[src/mcc_pkg.sv]
// Shared constants and types for the main clock and time-base controller
package mcc_pkg;

   localparam int ADDR_W    = 10;
   localparam int DATA_W    = 32;
   localparam int TB_CNT_W  = 18;
   localparam int TONE_W    = 14;
   localparam int PR_W      = 4;

   // Register indices; byte address is four times the index
   localparam logic [7:0] IDX_CTRL    = 8'h2C;
   localparam logic [7:0] IDX_TONE    = 8'h2D;
   localparam logic [7:0] IDX_IRQ_ST  = 8'h30;
   localparam logic [7:0] IDX_IRQ_MSK = 8'h31;

   // Control/status field positions
   localparam int B_MCO  = 7;
   localparam int CP_LSB = 5;
   localparam int B_SMS  = 4;
   localparam int TB_LSB = 2;
   localparam int B_OIE  = 1;
   localparam int B_OIF  = 0;

   localparam logic [7:0] CTRL_RST = 8'h00;
   localparam logic [1:0] TONE_RST = 2'h0;
   localparam logic [1:0] TONE_OFF = 2'h0;

   // Time-base periods in oscillator cycles
   localparam int TB_PERIOD0 = 16000;
   localparam int TB_PERIOD1 = 32000;
   localparam int TB_PERIOD2 = 80000;
   localparam int TB_PERIOD3 = 200000;

   // Tone half periods in oscillator cycles at 8 MHz
   localparam int TONE_HALF1 = 2000;
   localparam int TONE_HALF2 = 4000;
   localparam int TONE_HALF3 = 8000;

   typedef enum logic [2:0] {
      PM_RUN     = 3'b001,
      PM_ACTHALT = 3'b010,
      PM_HALT    = 3'b100
   } pm_t;

   typedef struct packed {
      logic              psel;
      logic              penable;
      logic              pwrite;
      logic [ADDR_W-1:0] paddr;
      logic [DATA_W-1:0] pwdata;
   } apb_req_t;

   typedef struct packed {
      logic              pready;
      logic              pslverr;
      logic [DATA_W-1:0] prdata;
   } apb_rsp_t;

   typedef struct packed {
      logic [7:0]          ctrl;
      logic [1:0]          toneSel;
      logic                irqSt;
      logic                irqMsk;
      logic [TB_CNT_W-1:0] tbCnt;
      logic [1:0]          tbSel;
      logic [PR_W-1:0]     prCnt;
      logic                cpuEn;
      logic                clkOut;
      logic [TONE_W-1:0]   toneCnt;
      logic                tone;
      pm_t                 pm;
      logic [DATA_W-1:0]   prdata;
      logic                pslverr;
   } state_t;

endpackage

[src/main_clock_rtc_controller.sv]
// Main clock prescaler, clock-out, time-base timer and tone generator
`timescale 1ns/100ps
`default_nettype none

// Contract
// - Slow select clear runs at oscillator rate; set applies divider.
// - Divider codes 00..11 divide by 2, 4, 8 and 16.
// - Clock-out enable drives the clock onto the alternate pin.
// - Clock-out disabled releases the pin, no clock driven.
// - Clock-out stops toggling during active-halt.
// - Period codes give 16000, 32000, 80000 or 200000 cycles.
// - New period setting applies only after the running period ends.
// - Period elapsed flag sets each time the period ends.
// - Reading the control/status register in run mode clears the elapsed flag.
// - Period interrupt needs enable set and CPU mask inactive.
// - Halt with period interrupt enabled enters active-halt instead.
// - Wait mode changes nothing; the interrupt wakes the chip.
// - Active-halt runs counter, freezes registers; interrupt wakes.
// - Full halt freezes counter and registers; only other sources wake.
// - Tone register selects one of three tones on the tone pin.
// - Tone codes: off, about 2 kHz, 1 kHz, 500 Hz, half duty.
module main_clock_rtc_controller #(
   parameter int TB_PERIOD0 = mcc_pkg::TB_PERIOD0,
   parameter int TB_PERIOD1 = mcc_pkg::TB_PERIOD1,
   parameter int TB_PERIOD2 = mcc_pkg::TB_PERIOD2,
   parameter int TB_PERIOD3 = mcc_pkg::TB_PERIOD3,
   parameter int TONE_HALF1 = mcc_pkg::TONE_HALF1,
   parameter int TONE_HALF2 = mcc_pkg::TONE_HALF2,
   parameter int TONE_HALF3 = mcc_pkg::TONE_HALF3
) (
   input  wire logic              mclk,
   input  wire logic              rstn,
   input  wire logic              clkEn,
   input  wire mcc_pkg::apb_req_t apbReq,
   output var  mcc_pkg::apb_rsp_t apbRsp,
   input  wire logic              haltReq,
   input  wire logic              wakeOther,
   input  wire logic              cpuIrqMask,
   output logic                   cpuClkEn,
   output logic                   periodIrq,
   output logic                   irq,
   output logic                   activeHalt,
   output logic                   fullHalt,
   output logic                   clkOutO,
   output logic                   clkOutOe,
   output logic                   toneO,
   output logic                   toneOe
);
   import mcc_pkg::*;

   if (TB_PERIOD0 < 2 || TB_PERIOD3 >= (1 << TB_CNT_W) ||
       TB_PERIOD1 < 2 || TB_PERIOD2 < 2 ||
       TB_PERIOD1 >= (1 << TB_CNT_W) || TB_PERIOD2 >= (1 << TB_CNT_W)) begin
      $error("time-base period out of range");
   end
   if (TONE_HALF1 < 1 || TONE_HALF2 < 1 || TONE_HALF3 < 1 ||
       TONE_HALF3 >= (1 << TONE_W) || TONE_HALF2 >= (1 << TONE_W) ||
       TONE_HALF1 >= (1 << TONE_W)) begin
      $error("tone half period out of range");
   end

   localparam logic [TB_CNT_W-1:0] TB_LAST0 = TB_CNT_W'(TB_PERIOD0 - 1);
   localparam logic [TB_CNT_W-1:0] TB_LAST1 = TB_CNT_W'(TB_PERIOD1 - 1);
   localparam logic [TB_CNT_W-1:0] TB_LAST2 = TB_CNT_W'(TB_PERIOD2 - 1);
   localparam logic [TB_CNT_W-1:0] TB_LAST3 = TB_CNT_W'(TB_PERIOD3 - 1);
   localparam logic [TONE_W-1:0]   TN_LAST1 = TONE_W'(TONE_HALF1 - 1);
   localparam logic [TONE_W-1:0]   TN_LAST2 = TONE_W'(TONE_HALF2 - 1);
   localparam logic [TONE_W-1:0]   TN_LAST3 = TONE_W'(TONE_HALF3 - 1);
   localparam logic [PR_W-1:0]     PR_ONE   = PR_W'(1);

   function automatic logic [TB_CNT_W-1:0] tbLast(input logic [1:0] sel);
      logic [TB_CNT_W-1:0] r;
      r = TB_LAST0;
      case (sel)
         2'h1: r = TB_LAST1;
         2'h2: r = TB_LAST2;
         2'h3: r = TB_LAST3;
         default: r = TB_LAST0;
      endcase
      return r;
   endfunction

   function automatic logic [TONE_W-1:0] toneLast(input logic [1:0] sel);
      logic [TONE_W-1:0] r;
      r = TN_LAST1;
      case (sel)
         2'h2: r = TN_LAST2;
         2'h3: r = TN_LAST3;
         default: r = TN_LAST1;
      endcase
      return r;
   endfunction

   state_t s_ff;
   state_t nxt_s;

   logic                setup;
   logic                access;
   logic                hitCtrl;
   logic                hitTone;
   logic                hitSt;
   logic                hitMsk;
   logic                regsLive;
   logic                tbEnd;
   logic                rdClr;
   logic                w1c;
   logic                oieNow;
   logic [1:0]          cpSel;
   logic [PR_W-1:0]     prLast;

   assign setup    = apbReq.psel & ~apbReq.penable;
   assign access   = apbReq.psel & apbReq.penable;
   assign regsLive = (s_ff.pm == PM_RUN);
   assign oieNow   = s_ff.ctrl[B_OIE];
   assign cpSel    = s_ff.ctrl[CP_LSB +: 2];
   // Ratio 2 << code, minus one
   assign prLast   = PR_W'((PR_ONE << ({1'b0, cpSel} + 3'h1)) - PR_ONE);

   always_comb begin
      hitCtrl = 1'b0;
      hitTone = 1'b0;
      hitSt   = 1'b0;
      hitMsk  = 1'b0;
      if (apbReq.paddr == {IDX_CTRL, 2'b00}) begin
         hitCtrl = 1'b1;
      end else if (apbReq.paddr == {IDX_TONE, 2'b00}) begin
         hitTone = 1'b1;
      end else if (apbReq.paddr == {IDX_IRQ_ST, 2'b00}) begin
         hitSt = 1'b1;
      end else if (apbReq.paddr == {IDX_IRQ_MSK, 2'b00}) begin
         hitMsk = 1'b1;
      end
   end

   assign rdClr = access & ~apbReq.pwrite & hitCtrl & regsLive;
   assign w1c   = access & apbReq.pwrite & hitSt & apbReq.pwdata[0];

   always_comb begin
      nxt_s = s_ff;
      tbEnd = 1'b0;

      // Time base runs except in full halt
      if (s_ff.pm != PM_HALT) begin
         if (s_ff.tbCnt == tbLast(s_ff.tbSel)) begin
            nxt_s.tbCnt = '0;
            tbEnd       = 1'b1;
            nxt_s.tbSel = s_ff.ctrl[TB_LSB +: 2];
         end else begin
            nxt_s.tbCnt = s_ff.tbCnt + TB_CNT_W'(1);
         end
      end

      // Set wins over the read clear
      nxt_s.ctrl[B_OIF] = tbEnd | (s_ff.ctrl[B_OIF] & ~rdClr);
      nxt_s.irqSt       = tbEnd | (s_ff.irqSt & ~w1c);

      // Control, tone and mask writes are frozen outside run mode
      if (access && apbReq.pwrite && regsLive) begin
         if (hitCtrl) begin
            nxt_s.ctrl[7:1] = apbReq.pwdata[7:1];
         end else if (hitTone) begin
            nxt_s.toneSel = apbReq.pwdata[1:0];
         end else if (hitMsk) begin
            nxt_s.irqMsk = apbReq.pwdata[0];
         end
      end

      // Read data and error captured in the setup cycle
      if (setup) begin
         nxt_s.prdata  = '0;
         nxt_s.pslverr = ~(hitCtrl | hitTone | hitSt | hitMsk);
         if (hitCtrl) begin
            nxt_s.prdata[7:0] = s_ff.ctrl;
         end else if (hitTone) begin
            nxt_s.prdata[1:0] = s_ff.toneSel;
         end else if (hitSt) begin
            nxt_s.prdata[0] = s_ff.irqSt;
         end else if (hitMsk) begin
            nxt_s.prdata[0] = s_ff.irqMsk;
         end
      end

      // CPU clock enable; wait mode needs no special handling
      if (s_ff.pm != PM_RUN) begin
         nxt_s.cpuEn = 1'b0;
         nxt_s.prCnt = '0;
      end else if (!s_ff.ctrl[B_SMS]) begin
         nxt_s.cpuEn = 1'b1;
         nxt_s.prCnt = '0;
      end else if (s_ff.prCnt >= prLast) begin
         nxt_s.cpuEn = 1'b1;
         nxt_s.prCnt = '0;
      end else begin
         nxt_s.cpuEn = 1'b0;
         nxt_s.prCnt = s_ff.prCnt + PR_ONE;
      end

      // Clock-out follows CPU clock, held in active-halt
      if (!s_ff.ctrl[B_MCO]) begin
         nxt_s.clkOut = 1'b0;
      end else if (s_ff.pm == PM_RUN && s_ff.cpuEn) begin
         nxt_s.clkOut = ~s_ff.clkOut;
      end

      // Tone generator keeps running in active-halt
      if (s_ff.toneSel == TONE_OFF) begin
         nxt_s.toneCnt = '0;
         nxt_s.tone    = 1'b0;
      end else if (s_ff.pm != PM_HALT) begin
         if (s_ff.toneCnt >= toneLast(s_ff.toneSel)) begin
            nxt_s.toneCnt = '0;
            nxt_s.tone    = ~s_ff.tone;
         end else begin
            nxt_s.toneCnt = s_ff.toneCnt + TONE_W'(1);
         end
      end

      // Power mode tracking
      case (s_ff.pm)
         PM_RUN: begin
            if (haltReq) begin
               nxt_s.pm = oieNow ? PM_ACTHALT : PM_HALT;
            end
         end
         PM_ACTHALT: begin
            if (periodIrq || wakeOther) begin
               nxt_s.pm = PM_RUN;
            end
         end
         PM_HALT: begin
            if (wakeOther) begin
               nxt_s.pm = PM_RUN;
            end
         end
         default: nxt_s.pm = PM_RUN;
      endcase
   end

   always_ff @(posedge mclk or negedge rstn) begin
      if (!rstn) begin
         s_ff         <= '0;
         s_ff.ctrl    <= CTRL_RST;
         s_ff.toneSel <= TONE_RST;
         s_ff.pm      <= PM_RUN;
      end else if (clkEn) begin
         s_ff <= nxt_s;
      end
   end

   assign periodIrq = s_ff.ctrl[B_OIF] & oieNow & ~cpuIrqMask;
   assign irq        = s_ff.irqSt & s_ff.irqMsk;
   assign cpuClkEn   = s_ff.cpuEn;
   assign activeHalt = (s_ff.pm == PM_ACTHALT);
   assign fullHalt   = (s_ff.pm == PM_HALT);
   assign clkOutO    = s_ff.clkOut;
   assign clkOutOe   = s_ff.ctrl[B_MCO];
   assign toneO      = s_ff.tone;
   assign toneOe     = (s_ff.toneSel != TONE_OFF);

   assign apbRsp.pready  = access;
   assign apbRsp.pslverr = access & s_ff.pslverr;
   assign apbRsp.prdata  = s_ff.prdata;
endmodule

`default_nettype wire

[config.mk]
export PLATFORM = sky130hd
export DESIGN_NAME = main_clock_rtc_controller
export DESIGN_NICKNAME = d
export VERILOG_FILES = /design/src/mcc_pkg.sv /design/src/main_clock_rtc_controller.sv
export SDC_FILE = /design/constraint.sdc
export NUM_CORES = 1
export LEC_CHECK = 0
export BUFFER_PORTS_ARGS = -buffer_cell sky130_fd_sc_hd__buf_2
export CAP_MARGIN = 20
export CORE_MARGIN = 4
export CORE_UTILIZATION = 45
export CTS_CLUSTER_DIAMETER = 40
export DETAILED_ROUTE_END_ITERATION = 8
export PLACE_DENSITY = 0.69
export RECOVER_POWER = 50
export SYNTH_ARGS = -nofsm -noshare
export SYNTH_HDL_FRONTEND = slang
export SYNTH_SLANG_ARGS = --single-unit
[constraint.sdc]
create_clock -name mclk -period 2.9 [get_ports mclk]
set_input_delay 0.29 -clock mclk [delete_from_list [all_inputs] [get_ports mclk]]
set_output_delay 0.29 -clock mclk [all_outputs]
set_load 0.02 [all_outputs]
==> flow_metrics.py <==
metrics = {
    "route": {
        "wire_per_inst_um": 14.1,
        "dr.first_iter.drc_count": 115,
        "drc": 0,
        "ant_nets": 0,
        "num_vias": 3106,
        "firstDrtPassIters": 5,
        "via_per_inst": 5.49,
        "routed_wirelength_um": 8000,
    },
    "setup_path": {
        "crit_buf_inv": 0,
        "path_cells": "nand2_1, ha_1, or2b_1, or4_4, o211a_4, nor2_4, mux2_1",
        "critPathArrivalTime_ps": 2810,
        "path_depth": 7,
        "r2r-start": "s_ff[80]",
        "r2r_cells": 7,
        "critical-path-max-stage-delay_ps": 550,
        "end_kind": "flop",
        "startpoint_type": "flop",
        "r2r_slack_ps": 310,
        "critPathMaxFanout": 9,
        "critPathKind": "reg -> reg",
        "reg2reg_to": "toneO",
        "cp_top_family": "simple AND/OR/NAND/NOR gates",
        "critPathRequiredTime_ps": 3120,
        "startpoint": "s_ff[80]",
        "slowest_stage": "or4_4",
    },
    "synth": {
        "syn_area_um2": 3930,
        "synth_flop_cell": "dfrtp_1",
        "synth-compound-area-share": 0.155,
        "ys_seq_area_frac": 0.414,
        "synth_cell_types": 71,
        "synth-simple-area-share": 0.231,
        "synth_xor_area_frac": 0.0289,
        "synth_mux_area_frac": 0.0426,
        "yosys.area_share.adder": 0.0350,
        "avgSynthCellArea_um2": 9.46,
        "syn_inst": 416,
        "synth_top_family_by_area": "simple AND/OR/NAND/NOR gates",
        "yosys_warnings": 0,
        "synth-seq-cells": 65,
        "async_flop_share": 1.00,
        "synth_edf_count": 0,
    },
    "placed_design": {
        "gp_congestion": 0.868,
        "port_buffers": 45,
        "dpl.cell_count": 549,
        "dp_hpwl_um": 6060,
    },
    "timing": {
        "finClkSkew_ps": 8.45,
        "rsz0062_at_grt": "no",
        "period_share": 0.892,
        "setup_viol": 0,
        "timing.final.crit_period_ps": 2590,
        "drv_slew": 0,
        "final.setup.tns_ps": 0,
        "fmax_mhz": 387,
        "slew_headroom": 0.114,
        "worstMarginPinSlew_ps": 1330,
        "hold_viol": 0,
    },
    "worst_hold_path": {
        "hold_path_class": "in -> reg",
        "min_to": "clkOutOe",
        "hold_start": "apbReq[7]",
        "hold_depth": 2,
    },
    "power_and_ir_drop": {
        "p_sw_frac": 0.285,
        "p_leak_nw": 2.04,
        "irDropWorstVdd_mv": 0.336,
        "comb_power_share": 0.161,
        "internal_power_mw": 1.58,
        "p_clk_frac": 0.365,
        "p_sw_uw": 629,
        "power.density_nw_per_um2": 514,
        "pwr-share-seq": 0.474,
    },
    "run": {
        "drv_cap": 0,
    },
    "clock_tree": {
        "clock_path_buffers": 2,
        "post_cts_resized": 0,
        "cts_max_level": 3,
        "clk_pin_slew_ps": 70,
        "cts_tree": "done",
        "clk-insertion-delay-late_ps": 340,
        "numClockSinks": 65,
        "numCtsBuffers": 9,
        "cts-root-buf": "clkbuf_8",
    },
    "die": {
        "coreArea_um2": 8340,
        "die-width_um": 101,
        "die-height_um": 101,
        "dieArea_um2": 10300,
        "start_util": 0.472,
        "ioPinCount": 94,
        "rows": 33,
    },
    "layout": {
        "layout.nets": 518,
        "drive_above_1_share": 0.176,
        "final_cell_count_no_fill": 566,
        "syn_to_final_growth_pct": 9.19,
        "n_antenna_cell": 0,
    },
    "global_route": {
        "grt-ovfl-total": 0,
        "grt_start_max_net_pins": 42,
        "grt_pass1_wl_um": 14000,
        "antenna_found_initial": 1,
        "grt_pass1_vias": 3021,
        "grtUsageTotal": 0.168,
    },
    "status": {
        "outcome": "complete, no violations",
    },
}
## metrics by stage
stage	util	hold slack [ps]	total power [mW]	area [µm²]	worst slack (ps)
floorplan	-	-5.59	1.33	4020	338
global placement	0.491	313	1.41	4100	369
detailed placement	0.491	321	1.42	4100	308
CTS	0.517	151	2.23	4310	297
global route	0.515	154	2.33	4300	215
finish	0.515	160	2.21	4300	314
## synth_stat cells, types with 2 or more instances
master,n,area (µm²)
o211ai_1,2,15.0
nor3b_1,2,15.0
nand2b_1,6,37.5
and2_1,4,25.0
and4_1,2,17.5
nor4_1,2,12.5
o21a_1,2,15.0
o22ai_1,2,12.5
ha_1,11,138
or2_2,3,18.8
o2bb2ai_1,3,26.3
mux2_1,8,90.1
o311ai_1,2,17.5
a21oi_1,12,60.1
nand3b_1,6,45.0
nor3_1,8,40.0
buf_4,36,270
a31oi_1,5,31.3
dfrtp_1,64,1600
o31ai_1,3,22.5
or3b_1,2,17.5
nand4b_1,2,17.5
o21ai_1,6,30.0
and3_1,9,56.3
inv_1,11,41.3
o21bai_1,2,15.0
clkbuf_1,6,22.5
xnor2_1,2,17.5
nand2_1,48,180
a311oi_2,2,30.0
conb_1,2,7.51
a22o_1,8,70.1
nand3_1,20,100
o21ai_0,23,115
mux2_2,6,67.6
a21o_1,5,37.5
or3_1,3,18.8
nand4_1,9,56.3
nor2_1,25,93.8
xor2_1,11,96.3
## power groups by stage
stage | sequential, mW | combinational (mW) | clock (mW)
5_1_grt | 1.06 | 0.408 | 0.861
3_3_place_gp | 1.06 | 0.351 | 0
6_report | 1.05 | 0.355 | 0.805
3_5_place_dp | 1.06 | 0.361 | 0
2_1_floorplan | 1.05 | 0.276 | 0
4_1_cts | 1.05 | 0.361 | 0.823
## registers in the layout (all words and copies together) (netlist names)
register,cells
cpuClkEn,1
s_ff,50
oieNow,1
cpSel,2
toneO,1
clkOutOe,1
clkOutO,1
apbRsp,8
## how the worst max path moves through the flow
| stage | slack [ps] | to |
|---|---|---|
| finish | 310 | toneO |
| global placement | 370 | toneO |
| detailed placement | 310 | toneO |
| global route | 210 | s_ff[45] |
| floorplan | 340 | toneO |
| CTS | 300 | toneO |
## final cells by class
class / instances / area, µm²
fill: 778 / 4050
multi-input combinational: 318 / 2030
sequential: 65 / 1630
timing repair buffer: 51 / 255
clock buffer: 14 / 173
tap: 105 / 131
inverter: 11 / 41.3
clock inverter: 2 / 35.0
## per-layer routing
layer  share of wire  routed length, µm  up-vias  global-route usage
met5          0.0010                  8        -                   0
met4           0.014                113        2              0.0624
met3           0.055                442       13              0.0393
met2            0.47               3740       84               0.276
met1            0.46               3700     1481               0.217
li1                -                  -     1526                   -
## logic make-up after synthesis
| family | count (synthesis) |
|---|---|
| flops | 65 |
| fa+ha+maj | 11 |
| compound gates | 88 |
| other cells | 2 |
| xor+xnor | 13 |
| buf+inv | 56 |
| mux | 15 |
| simple gates | 166 |
## layout by cell type, fill, tap and decap left out, drive strengths merged, types with 2 or more instances in the layout
cell     count
a21o         5
a21oi       12
a22o         8
a311oi       2
a31oi        5
and2         5
and3        10
and4         2
buf         39
clkbuf      25
conb        25
dfrtp       64
ha          11
inv         11
mux2        14
nand2       48
nand2b       6
nand3       21
nand3b       6
nand4       10
nand4b       2
nor2        27
nor3        10
nor3b        3
nor4         3
o211ai       3
o21a         2
o21ai       30
o21bai       2
o22ai        2
o2bb2ai      3
o311ai       2
o31ai        3
or2          3
or3          3
or3b         2
or4          2
xnor2        2
xor2        11
## repair_timing
action,in CTS,in global routing
buffers inserted,0,0
hold buffers,1,0
endpoints found under the hold margin,23,0
No activity file was read; power rests on OpenSTA's default activity.
